<file path="src/design/adcc_pkg.sv">
// Constants, register map and carrier types of the converter control block.
// Assumes one 200 MHz clock, a synchronous active-high reset and an 8-bit register port.
//
// What this block does
// Decode differential channel codes into pairs, gain
// Enable on; disable off, aborts running conversion
// Start bit begins single or first run
// First conversion 25 ticks, later 13
// Start bit reads busy; writing zero ignored
// Auto trigger starts on selected rising edge
// Done flag sets when result updated
// Done flag clears on vector or one-write
// Interrupt only with enable, global, flag
// Prescaler divides by 2 up to 128
// Result right or left aligned in bytes
// Differential results shown as two's complement
// Low byte read locks until high read
// Software writes zero to control B bit7
// Trigger select ignored unless auto trigger set
// Switching to a set source makes edge
// Switching to free running makes no edge
// Trigger codes map to fixed sources
// No free running with differential channels; not enforced, free running restarts on any channel
// Low disable bits mask low pin reads
// High disable bits mask high pin reads
// Channel change waits for conversion end
// Prescaler idle and cleared while disabled

package adcc_pkg;

  // ----------------------------------------------------------------
  // Register offsets
  // ----------------------------------------------------------------
  localparam logic [7:0] ADCC_OFS_RES_LO = 8'h78;  // Result low byte
  localparam logic [7:0] ADCC_OFS_RES_HI = 8'h79;  // Result high byte
  localparam logic [7:0] ADCC_OFS_CTRL_A = 8'h7A;  // Control A
  localparam logic [7:0] ADCC_OFS_CTRL_B = 8'h7B;  // Control B
  localparam logic [7:0] ADCC_OFS_MUXSEL = 8'h7C;  // Channel low bits and alignment
  localparam logic [7:0] ADCC_OFS_DID_HI = 8'h7D;  // High pins input disable
  localparam logic [7:0] ADCC_OFS_DID_LO = 8'h7E;  // Low pins input disable

  // ----------------------------------------------------------------
  // Field positions
  // ----------------------------------------------------------------
  localparam int ADCC_A_EN = 7;     // Converter enable
  localparam int ADCC_A_SC = 6;     // Start conversion
  localparam int ADCC_A_ATE = 5;    // Auto trigger enable
  localparam int ADCC_A_IF = 4;     // Conversion done flag
  localparam int ADCC_A_IE = 3;     // Done interrupt enable
  localparam int ADCC_B_CMPMUX = 6; // Comparator mux enable
  localparam int ADCC_B_CHTOP = 3;  // Channel select top bit
  localparam int ADCC_M_LEFT = 5;   // Left align

  // ----------------------------------------------------------------
  // Reset values and codes
  // ----------------------------------------------------------------
  localparam logic [7:0] ADCC_RST_BYTE = 8'h00;     // All registers
  localparam logic [9:0] ADCC_RST_RESULT = 10'h000; // Result word
  localparam logic [2:0] ADCC_TS_FREE = 3'h0;       // Free running code
  localparam logic [1:0] ADCC_GAIN_1X = 2'h0;
  localparam logic [1:0] ADCC_GAIN_10X = 2'h1;
  localparam logic [1:0] ADCC_GAIN_200X = 2'h2;

  // ----------------------------------------------------------------
  // Timing counts in converter clock ticks
  // ----------------------------------------------------------------
  localparam logic [4:0] ADCC_INIT_TICKS = 5'h19;   // 25, first conversion
  localparam logic [4:0] ADCC_NORM_TICKS = 5'h0D;   // 13, later conversions

  // ----------------------------------------------------------------
  // Carrier types
  // ----------------------------------------------------------------
  typedef struct packed {
    logic valid;        // Selection usable
    logic diff;         // Differential pair
    logic [3:0] pos;    // Positive input
    logic [3:0] neg;    // Negative input
    logic [1:0] gain;   // Gain code
  } adcc_sel_t;

  typedef struct packed {
    logic busy;         // Conversion running
    logic tick;         // Converter clock enable
    logic init;         // Initialising conversion
    adcc_sel_t sel;     // Active selection
  } adcc_core_t;

  typedef struct packed {
    logic [6:0] cnt;    // Divider count
    logic tick;         // Output enable pulse
  } adcc_psc_t;

  typedef struct packed {
    logic [7:0] rdata;
    logic irq;
    logic en, busy, ate, flag, ie;
    logic [2:0] ps;
    logic cmp_mux;
    logic [2:0] ts;
    logic [5:0] mux;       // Software selection
    logic [5:0] act;       // Selection in use
    logic left;
    logic [7:0] did_lo, did_hi;
    logic first;           // Next start initialises
    logic run_init;        // Running conversion initialises
    logic [4:0] cnt;
    logic [9:0] result;
    logic lock;
    logic trig_prev;
    logic [15:0] pin_s1, pin_s2, pin_rd;
    adcc_core_t core;
  } adcc_state_t;

endpackage : adcc_pkg

</file>
<file path="src/design/adcc_ctrl.sv">
// Converter control, status and result registers with trigger logic.
// Assumes an 8-bit register port on ref_clk, an analog core whose result
// is valid when its conversion ends, and trigger flags from same-clock logic.
`timescale 1ns/1ps
`default_nettype none

module adcc_ctrl
  import adcc_pkg::*;
(
  input wire logic ref_clk,
  input wire logic rst,
  input wire logic [7:0] bus_addr,
  input wire logic [7:0] bus_wdata,
  input wire logic bus_wr,
  input wire logic bus_rd,
  output logic [7:0] bus_rdata,
  input wire logic global_irq_enable,
  input wire logic irq_ack,
  input wire logic [6:0] trig_flags,
  input wire logic [9:0] core_result,
  input wire logic [15:0] pin_raw,
  output logic conv_irq,
  output adcc_core_t core,
  output logic [15:0] pin_read,
  output logic [15:0] din_disable
);

  // ----------------------------------------------------------------
  // Declarations
  // ----------------------------------------------------------------
  adcc_state_t s_q, s_d;     // Registered and next state
  logic psc_tick;            // Converter clock enable
  logic wr_a, wr_b, wr_m;    // Register writes
  logic rd_lo, rd_hi;        // Result byte reads
  logic sw_start;            // Software start request
  logic trig_sel;            // Selected trigger level
  logic auto_edge;           // Qualified trigger edge
  logic start;               // Conversion begins
  logic finish;              // Conversion ends
  logic free_next;           // Free-running restart
  logic [4:0] len;           // Length of running conversion
  logic [9:0] res_fmt;       // Result as presented
  logic flag_clr;            // Flag clear request

  // ----------------------------------------------------------------
  // Channel and gain decode
  // ----------------------------------------------------------------
  function automatic adcc_sel_t decode(input logic [5:0] m);
    adcc_sel_t s;
    s = '0;
    s.valid = 1'h1;
    case (m[4:3])
      2'b00: begin // Single ended
        s.pos = {m[5], m[2:0]};
      end
      2'b01: begin // Gain pairs
        s.diff = 1'h1;
        s.pos = {m[5], 1'h0, m[2], m[0]};
        s.neg = {m[5], 1'h0, m[2], 1'h0};
        s.gain = m[1] ? ADCC_GAIN_200X : ADCC_GAIN_10X;
      end
      2'b10: begin // Unity gain against second pin
        s.diff = 1'h1;
        s.pos = {m[5], m[2:0]};
        s.neg = {m[5], 3'h1};
        s.gain = ADCC_GAIN_1X;
      end
      default: begin // Unity gain against third pin, top codes reserved
        if (m[2:1] == 2'b11) begin
          s.valid = 1'h0;
        end else begin
          s.diff = 1'h1;
          s.pos = {m[5], m[2:0]};
          s.neg = {m[5], 3'h2};
          s.gain = ADCC_GAIN_1X;
        end
      end
    endcase
    return s;
  endfunction : decode

  // ----------------------------------------------------------------
  // Prescaler
  // ----------------------------------------------------------------
  adcc_prescaler u_psc (
    .ref_clk(ref_clk),
    .rst(rst),
    .run(s_q.en),
    .div_sel(s_q.ps),
    .tick(psc_tick)
  );

  // ----------------------------------------------------------------
  // Request decode
  // ----------------------------------------------------------------
  always_comb begin
    wr_a = 1'h0;
    wr_b = 1'h0;
    wr_m = 1'h0;
    rd_lo = 1'h0;
    rd_hi = 1'h0;
    if (bus_wr && bus_addr == ADCC_OFS_CTRL_A) begin
      wr_a = 1'h1;
    end else if (bus_wr && bus_addr == ADCC_OFS_CTRL_B) begin
      wr_b = 1'h1;
    end else if (bus_wr && bus_addr == ADCC_OFS_MUXSEL) begin
      wr_m = 1'h1;
    end else if (bus_rd && bus_addr == ADCC_OFS_RES_LO) begin
      rd_lo = 1'h1;
    end else if (bus_rd && bus_addr == ADCC_OFS_RES_HI) begin
      rd_hi = 1'h1;
    end
  end

  // ----------------------------------------------------------------
  // Start, trigger and finish conditions
  // ----------------------------------------------------------------
  always_comb begin
    // Write of one starts; zero does nothing
    sw_start = wr_a && bus_wdata[ADCC_A_SC];
    // Selected flag; free running selects a constant low level
    trig_sel = (s_q.ts == ADCC_TS_FREE) ? 1'h0 : trig_flags[s_q.ts - 3'h1];
    // Edge only counts with auto trigger on
    auto_edge = s_q.ate && trig_sel && !s_q.trig_prev;
    len = s_q.run_init ? ADCC_INIT_TICKS : ADCC_NORM_TICKS;
    finish = s_q.busy && psc_tick && (s_q.cnt == len - 5'h01);
    free_next = s_q.ate && (s_q.ts == ADCC_TS_FREE);
    // Enable as of the end of this cycle, so a joint write starts at once
    start = !s_q.busy && (wr_a ? bus_wdata[ADCC_A_EN] : s_q.en) && (sw_start || auto_edge);
    flag_clr = (wr_a && bus_wdata[ADCC_A_IF]) || irq_ack;
  end

  // Result as returned by the core; differential made two's complement
  always_comb begin
    res_fmt = core_result;
    if (s_q.act[4:3] != 2'b00) begin
      res_fmt[9] = !core_result[9];
    end
  end

  // ----------------------------------------------------------------
  // Next state
  // ----------------------------------------------------------------
  always_comb begin
    s_d = s_q;

    // Register writes
    if (wr_a) begin
      s_d.en = bus_wdata[ADCC_A_EN];
      s_d.ate = bus_wdata[ADCC_A_ATE];
      s_d.ie = bus_wdata[ADCC_A_IE];
      s_d.ps = bus_wdata[2:0];
      if (bus_wdata[ADCC_A_EN] && !s_q.en) begin
        s_d.first = 1'h1;
      end
    end
    if (wr_b) begin
      s_d.cmp_mux = bus_wdata[ADCC_B_CMPMUX];
      s_d.mux[5] = bus_wdata[ADCC_B_CHTOP];
      s_d.ts = bus_wdata[2:0]; // Top bit not stored, reads zero
    end
    if (wr_m) begin
      s_d.left = bus_wdata[ADCC_M_LEFT];
      s_d.mux[4:0] = bus_wdata[4:0];
    end
    if (bus_wr && bus_addr == ADCC_OFS_DID_HI) begin
      s_d.did_hi = bus_wdata;
    end
    if (bus_wr && bus_addr == ADCC_OFS_DID_LO) begin
      s_d.did_lo = bus_wdata;
    end

    // Trigger history tracks the selected level every cycle
    s_d.trig_prev = trig_sel;

    // Selection follows software only between conversions
    if (!s_q.busy) begin
      s_d.act = s_q.mux;
    end

    // Conversion sequencing
    if (!s_d.en) begin
      s_d.busy = 1'h0;
      s_d.cnt = '0;
    end else if (start) begin
      s_d.busy = 1'h1;
      s_d.cnt = '0;
      s_d.run_init = s_d.first;
      s_d.first = 1'h0;
      s_d.act = s_q.mux;
    end else if (finish) begin
      s_d.cnt = '0;
      s_d.run_init = 1'h0;
      s_d.act = s_q.mux;
      s_d.busy = free_next;
    end else if (s_q.busy && psc_tick) begin
      s_d.cnt = s_q.cnt + 5'h01;
    end

    // Done flag: clear first so that a set in the same cycle wins
    if (flag_clr) begin
      s_d.flag = 1'h0;
    end
    if (finish && s_d.en) begin
      s_d.flag = 1'h1;
      if (!s_q.lock) begin
        s_d.result = res_fmt;
      end
    end

    // Read lock on the result bytes
    if (rd_lo) begin
      s_d.lock = 1'h1;
    end else if (rd_hi) begin
      s_d.lock = 1'h0;
    end

    // Interrupt request
    s_d.irq = s_d.flag && s_d.ie && global_irq_enable;

    // Read data, held for the one cycle after a read
    s_d.rdata = ADCC_RST_BYTE;
    if (bus_rd) begin
      if (bus_addr == ADCC_OFS_RES_LO) begin
        s_d.rdata = s_q.left ? {s_q.result[1:0], 6'h00} : s_q.result[7:0];
      end else if (bus_addr == ADCC_OFS_RES_HI) begin
        s_d.rdata = s_q.left ? s_q.result[9:2] : {6'h00, s_q.result[9:8]};
      end else if (bus_addr == ADCC_OFS_CTRL_A) begin
        s_d.rdata = {s_q.en, s_q.busy, s_q.ate, s_q.flag, s_q.ie, s_q.ps};
      end else if (bus_addr == ADCC_OFS_CTRL_B) begin
        s_d.rdata = {1'h0, s_q.cmp_mux, 2'h0, s_q.mux[5], s_q.ts};
      end else if (bus_addr == ADCC_OFS_MUXSEL) begin
        s_d.rdata = {2'h0, s_q.left, s_q.mux[4:0]};
      end else if (bus_addr == ADCC_OFS_DID_HI) begin
        s_d.rdata = s_q.did_hi;
      end else if (bus_addr == ADCC_OFS_DID_LO) begin
        s_d.rdata = s_q.did_lo;
      end
    end

    // Pin inputs: two-stage synchroniser, then the disable mask
    s_d.pin_s1 = pin_raw;
    s_d.pin_s2 = s_q.pin_s1;
    s_d.pin_rd = s_q.pin_s2 & ~{s_q.did_hi, s_q.did_lo};

    // Core side
    s_d.core.busy = s_d.busy;
    s_d.core.tick = s_q.busy && psc_tick;
    s_d.core.init = s_d.run_init;
    s_d.core.sel = decode(s_d.act);
  end

  // ----------------------------------------------------------------
  // State register
  // ----------------------------------------------------------------
  always_ff @(posedge ref_clk) begin
    if (rst) begin
      s_q <= '0;
    end else begin
      s_q <= s_d;
    end
  end

  // Outputs, all from the state register
  assign bus_rdata = s_q.rdata;
  assign conv_irq = s_q.irq;
  assign core = s_q.core;
  assign pin_read = s_q.pin_rd;
  assign din_disable = {s_q.did_hi, s_q.did_lo};

  // Tick counter since the last start, for the length check
  logic [5:0] chk_ticks; // Ticks seen in the running conversion
  always_ff @(posedge ref_clk) begin
    if (rst || start) begin
      chk_ticks <= '0;
    end else if (s_q.busy && psc_tick) begin
      chk_ticks <= (finish) ? 6'h00 : chk_ticks + 6'h01;
    end
  end
endmodule : adcc_ctrl

`default_nettype wire

</file>
<file path="src/design/adcc_prescaler.sv">
// Converter clock prescaler: one-cycle enable pulses at the selected division.
// Assumes run and div_sel come from logic on the same clock.
`timescale 1ns/1ps
`default_nettype none

module adcc_prescaler
  import adcc_pkg::*;
(
  input wire logic ref_clk,
  input wire logic rst,
  input wire logic run,
  input wire logic [2:0] div_sel,
  output logic tick
);

  // ----------------------------------------------------------------
  // Divider state
  // ----------------------------------------------------------------
  adcc_psc_t s_q, s_d;  // Registered and next state
  logic [2:0] shift;    // Division as power of two
  logic [7:0] full;     // Division minus one, wide
  logic [6:0] term;     // Terminal count

  // Next-state logic
  always_comb begin
    shift = (div_sel < 3'h2) ? 3'h1 : div_sel;
    full = 8'(8'h01 << shift) - 8'h01;
    term = full[6:0];
    s_d = s_q;
    s_d.tick = 1'h0;
    if (!run) begin
      s_d.cnt = '0;
    end else if (s_q.cnt >= term) begin         // A lower division takes effect at once
      s_d.cnt = '0;
      s_d.tick = 1'h1;
    end else begin
      s_d.cnt = s_q.cnt + 7'h01;
    end
  end

  // State register
  always_ff @(posedge ref_clk) begin
    if (rst) begin
      s_q <= '0;
    end else begin
      s_q <= s_d;
    end
  end

  assign tick = s_q.tick;
endmodule : adcc_prescaler

`default_nettype wire

</file>
<file path="config.mk">
export PLATFORM = sky130hd
export DESIGN_NAME = adcc_ctrl
export DESIGN_NICKNAME = d
export VERILOG_FILES = /design/src/design/adcc_pkg.sv /design/src/design/adcc_ctrl.sv /design/src/design/adcc_prescaler.sv
export SDC_FILE = /design/constraint.sdc
export NUM_CORES = 1
export LEC_CHECK = 0
export ABC_AREA = 1
export BUFFER_PORTS_ARGS = -buffer_cell sky130_fd_sc_hd__buf_2
export CAP_MARGIN = 25
export CORE_MARGIN = 2
export CORE_UTILIZATION = 25
export DETAILED_ROUTE_END_ITERATION = 10
export GPL_TIMING_DRIVEN = 1
export SYNTH_ARGS = -nofsm -noshare
export SYNTH_HDL_FRONTEND = slang
export SYNTH_SLANG_ARGS = --single-unit
export TNS_END_PERCENT = 20
</file>
<file path="constraint.sdc">
create_clock -name ref_clk -period 6.4 [get_ports ref_clk]
set_clock_uncertainty 0.2 [all_clocks]
set_input_delay 0.96 -clock ref_clk [delete_from_list [all_inputs] [get_ports ref_clk]]
set_output_delay 0.96 -clock ref_clk [all_outputs]
set_load 0.05 [all_outputs]
</file>
==> results.yml, run 1 <==
synth:
  seq_area_frac_synth_pct: 45.5
  syn_area_per_cell_um2: 7.62
  synth_xor_xnor_area_share_pct: 1.45
  synth_top_family_by_area: "simple AND/OR/NAND/NOR gates"
  syn-cell-area_mm2: 0.00603
  ys_types: 37
  synth-adder-area-share_pct: 3.11
  ys_ff_latch: 137
  synthArstFlopShare_pct: 0
  yosys.area_share.simple_pct: 23.6
  synthFlopType: "dfxtp_1"
  ys_top_cells_by_count: "dfxtp_1 (137), nand2_1 (128), nor2_1 (122)"
  synth_edf_count: 0
  synth_mux_area_share_pct: 0
  synth_compound_area_share_pct: 10.7
  synth_area_leaders: "dfxtp_1 (45%), nand2_1 (8.0%), nor2_1 (7.6%)"
  netlist.top_cell.by_area: "dfxtp_1"
  yosysTopAreaCellShare_pct: 45.5
  synth_fp_nets: 861
  synth_most_common_cell: "dfxtp_1"
  yosysWarnings: 0
  synthCells: 791
clock_tree:
  ctsHtreeMaxLevel: 4
  clkTransAtPathRegs_ns: 0.06
  worstSkewPairLatency_ns: 0.43
  cts_resized: 0
  post_cts_buffers: 0
  cts_sinks: 137
  root_buffer: "clkbuf_16"
  tritoncts: "done"
  ctsHoldBuffers: 0
  numCtsBuffers: 17
  cts.path.max_buffers: 2
power_and_ir_drop:
  swShare_pct: 21.6
  vdd_ir_drop_max_v: 0.000159
  switchingPower_uw: 434
  power_uw: 2010
  powerDensity_mw_per_mm2: 282
  p_seq_share_pct: 43.3
  pwr-share-clk_pct: 52.7
  pwr-share-comb_pct: 4.0
  internal_power_uw: 1580
  p_leak_uw: 0.00327
finish:
  area_growth_pct: 18.0
  fin_nets: 915
  drive_above_1_share_pct: 20.2
  fill_cells: 2579
sta:
  rsz0062_at_grt: "false"
  setup_violations: 0
  fmax_mhz: 351
  hold_violations: 0
  period_minus_slack_ns: 2.85
  slew_violations: 0
  tightest_slew_ns: 0.749
  period_share_pct: 44.5
  slew_headroom_pct: 50.0
  tns_ns: 0
floorplanning:
  die_x_um: 159
  placementRows: 56
  chipHeight_um: 159
  die_area_mm2: 0.0254
  core_area_mm2: 0.0235
  start_util_pct: 25.6
  ioPinCount: 111
setup_path:
  start_kind: "input port"
  critical_path_class: "in -> reg"
  end_kind: "register"
  worstPathMaxFanout: 15
  cp.arrival_ns: 2.97
  required_ns: 6.52
global_route:
  first_global_vias: 4521
  grt_max_degree: 66
  grt.total_usage_pct: 12.4
  antenna_found_initial: 2
  grt_overflow: 0
  grt_pass1_wl_um: 24200
drt:
  vias: 4942
  drc: 0
  first_pass_iters: 5
  ant_nets: 0
  wl_um: 15400
  avgRoutedWirePerCell_um: 13.1
  vias_per_cell: 4.19
  drt_iter0_drc: 323
status:
  outcome: "finished, final reports clean"
min_path:
  hp-class: "reg -> reg"
placement:
  port_buffers: 109
  place.gp.congestion: 0.838
  dp_hpwl_um: 11500
flow_run:
  drv_cap: 0
state kept, by name, summed over array words and instances (netlist names):
signal,count
bus_rdata,8
conv_irq,1
core,14
din_disable,16
pin_read,16
s_d,16
s_q,58
u_psc.s_q,7
u_psc.tick,1
area by class of cell:
| type | count | area, um^2 | area share, % |
|---|---|---|---|
| Antenna cell | 2 | 5.00 | 0.0703 |
| Clock buffer | 22 | 474 | 6.67 |
| Clock inverter | 10 | 165 | 2.32 |
| Inverter | 111 | 417 | 5.86 |
| Multi-Input combinational cell | 467 | 2350 | 33.0 |
| Sequential cell | 137 | 2740 | 38.6 |
| Tap cell | 319 | 399 | 5.61 |
| Timing Repair Buffer | 111 | 561 | 7.88 |
cell usage in the layout, fill, tap and decap left out, drive strengths merged, types with 3 or more instances in the layout:
cell type  instances
a21boi             3
buf              111
dfxtp            137
clkbuf            22
nand4             15
o21ai             61
xor2               7
nor3               6
bufinv             4
o211ai             3
a21oi             45
xnor2              3
nor2             131
nand2            137
ha                15
nand3             27
inv              112
clkinvlp           3
o22ai              7
worst max-delay path, stage by stage:
cell,delay [ns]
buf_2,0.09
inv_1,0.04
nand2_1,0.07
nor2_4,0.34
nand4_4,0.22
nand2_4,0.19
inv_2,0.08
nand2_1,0.06
nand2_1,0.09
inv_1,0.09
ha_1,0.28
inv_1,0.12
nand2_1,0.12
nand2_1,0.07
nor2_2,0.09
nor2_1,0.04
kinds of logic after synthesis:
family	after synthesis
AOI/OAI and AO/OA	121
buffers and inverters	187
adders and majority gates	15
DFF	137
xor gates and xnor gates	10
and+or+nand+nor	319
other	2
power groups by stage:
stage                     Clock (uW)  Sequential (uW)  Combinational [uW]
final                           1060              869                80.1
after global routing            1120              870                89.8
after CTS                       1080              869                82.0
after detailed placement           0              888                81.6
after global placement             0              888                80.6
after floorplan                    0              887                52.9
stage by stage:
stage	cells	setup slack [ns]	cell area [um^2]	hold WS (ns)	util (%)
after floorplan	791	3.66	6030	0.188	-
after global placement	1145	3.21	6470	0.189	27.5
after detailed placement	1145	3.13	6470	0.193	27.5
after CTS	1177	3.57	7110	0.198	30.2
after global routing	1178	3.25	7110	0.210	30.2
final	1179	3.55	7110	0.199	30.2
per-layer routing:
layer,vias up,GRT usage (%),routed length (um)
met5,-,0,0
met4,0,6.03,371
met3,20,3.88,1010
met2,142,19.2,7040
met1,2243,15.7,7020
li1,2537,-,-
path summary, 6_finish.rpt:
kind                            slack [ns]  cells past startpoint       to   startpoint
worst min register to register        0.20                      2  s_q[38]      s_d[38]
worst min-delay path                  0.20                      2  s_q[38]      s_d[38]
worst max-delay path                  3.55                     16  core[9]  bus_addr[7]
worst max register to register        3.58                     14  core[9]     core[14]
Power figures use the tool's default switching activity.
==> run 2, diff against run 1 <==
==> constraint.sdc (replaced) <==
create_clock -name ref_clk -period 2.71 [get_ports ref_clk]
set_clock_uncertainty 0.2 [all_clocks]
set_input_delay 0.4065 -clock ref_clk [delete_from_list [all_inputs] [get_ports ref_clk]]
set_output_delay 0.4065 -clock ref_clk [all_outputs]
set_load 0.05 [all_outputs]
==> run 2 against run 1 <==
  * Worst hold slack worse by 0.19 ns
  * Sequential share of layout area is 1.2 points lower
  * Power is 130% higher
  * Wire length is 0.51% higher
  * Die area stayed put
  * Setup slack worse by 3.2 ns
  * Combinational power grew to 2.7 times the previous value
  * Global-route usage is 0.14 points higher
  * Sequential power is 140% higher
  * Register-to-register slack worse by 3.3 ns
  * Largest power group unchanged
==> results.yml, run 2 (synthesis results as in run 1) <==
status:
  outcome: "finished, final reports clean"
drt:
  drc: 0
  vias_per_cell: 4.10
  ant_nets: 0
  vias: 4933
  drt_iter0_drc: 225
  avgRoutedWirePerCell_um: 12.9
  first_pass_iters: 5
  wl_um: 15500
placement:
  place.gp.congestion: 0.869
  dp_hpwl_um: 11700
  placed_area_mm2: 0.00652
  port_buffers: 109
  dp_slack_ns: 0.190
finish:
  fin_area_mm2: 0.00734
  fill_cells: 2574
  final_cell_mix: "dfxtp_1 (137), nand2_1 (128), nor2_1 (122)"
  regMostFlops: "s_q"
  largest_reg_flops: 58
  fin_nets: 941
  drive_above_1_share_pct: 20.5
  seqCellArea_mm2: 0.00274
  area_growth_pct: 21.8
  multiInputGateArea_mm2: 0.00235
  layout_commonest_cell: "dfxtp_1"
clock_tree:
  ctsHtreeMaxLevel: 4
  cts_sinks: 137
  numCtsBuffers: 17
  clkTransAtPathRegs_ns: 0.06
  post_cts_buffers: 0
  worstSkewPairLatency_ns: 0.42
  tritoncts: "done"
  root_buffer: "clkbuf_16"
  cts.path.max_buffers: 2
  cts_resized: 0
sta:
  tns_ns: 0
  period_minus_slack_ns: 2.41
  setup_violations: 0
  fmax_mhz: 415
  slew_violations: 0
  period_share_pct: 88.8
  hold_violations: 0
  fin_ws_ns: 0.303
  rsz0062_at_grt: "false"
setup_path:
  end_kind: "register"
  critical_path_class: "reg -> reg"
  required_ns: 2.85
  worstPathMaxFanout: 11
  start_kind: "register"
  cp.arrival_ns: 2.54
power_and_ir_drop:
  p_leak_uw: 0.00338
  vdd_ir_drop_max_v: 0.000366
  powerDensity_mw_per_mm2: 643
global_route:
  grt.total_usage_pct: 12.6
  grt_max_degree: 44
  grt_pass1_wl_um: 24900
  first_global_vias: 4729
  grt_overflow: 0
  antenna_found_initial: 1
floorplanning:
  start_util_pct: 25.6
  die_x_um: 159
  die_area_mm2: 0.0254
  core_area_mm2: 0.0235
  ioPinCount: 111
  placementRows: 56
  chipHeight_um: 159
min_path:
  hp-class: "in -> reg"
flow_run:
  drv_cap: 0
[run 2: changes by cell type in the layout (fill, tap and decap cells not counted)]
cell	delta
clkinv_2	+1
inv_6	+1
clkbuf_8	-3
buf_4	+7
clkinv_4	+2
dlygate4sd3_1	+19
clkbuf_1	-1
diode_2	-1
[run 2: path summary, 6_finish.rpt]
kind,start,end,slack [ns],cells after the start
max,s_q[75],core[0],0.30,13
min,core_result[3],s_q[68],0.01,3
max reg2reg,s_q[75],core[0],0.30,13
min reg2reg,s_d[36],s_q[36],0.20,2
[run 2: layout make-up]
type / instances / share of cell area (%)
antenna: 1 / 0.0341
clock buffer: 18 / 5.85
clock inverter: 14 / 2.68
inverter: 111 / 5.68
multi-input combinational: 467 / 32.0
sequential: 137 / 37.4
tap: 319 / 5.44
timing repair buffer: 137 / 10.9
[run 2: worst max-delay path, cell delays in order, from the launching register on]
cell and delay, ns:
dfxtp_1 0.33, inv_1 0.08, ha_1 0.14, nand2_1 0.08, nor2_4 0.13, nand3_2 0.21
o21ai_0 0.22, nand2_1 0.07, nand2_1 0.11, inv_1 0.07, ha_1 0.25, inv_1 0.13
nand2_1 0.10, nor3_1 0.21
[run 2: what timing repair did]
item	4_1_cts	5_1_grt
setup endpoints to repair	0	0
hold buffers	19	0
hold endpoints to repair	19	0
[run 2: stage by stage]
stage,total power [uW],hold slack [ns],utilization (%),instances
floorplan,2220,0.188,-,791
global placement,2290,0.190,27.7,1152
detailed placement,2290,0.192,27.7,1152
CTS,4760,0.00281,31.2,1203
global route,4880,0.00702,31.2,1203
finish,4720,0.0122,31.2,1204
[run 2: layer usage]
| metal | global-route usage, % | wire (um) |
|---|---|---|
| met5 | 0 | 0 |
| met4 | 4.46 | 256 |
| met3 | 3.96 | 925 |
| met2 | 20.1 | 7160 |
| met1 | 16.0 | 7180 |
[run 2: report_power, final]
part,switching (uW),internal (uW)
combinational,135,79.9
clock,909,1540
sequential,8.10,2050
total,1050,3670
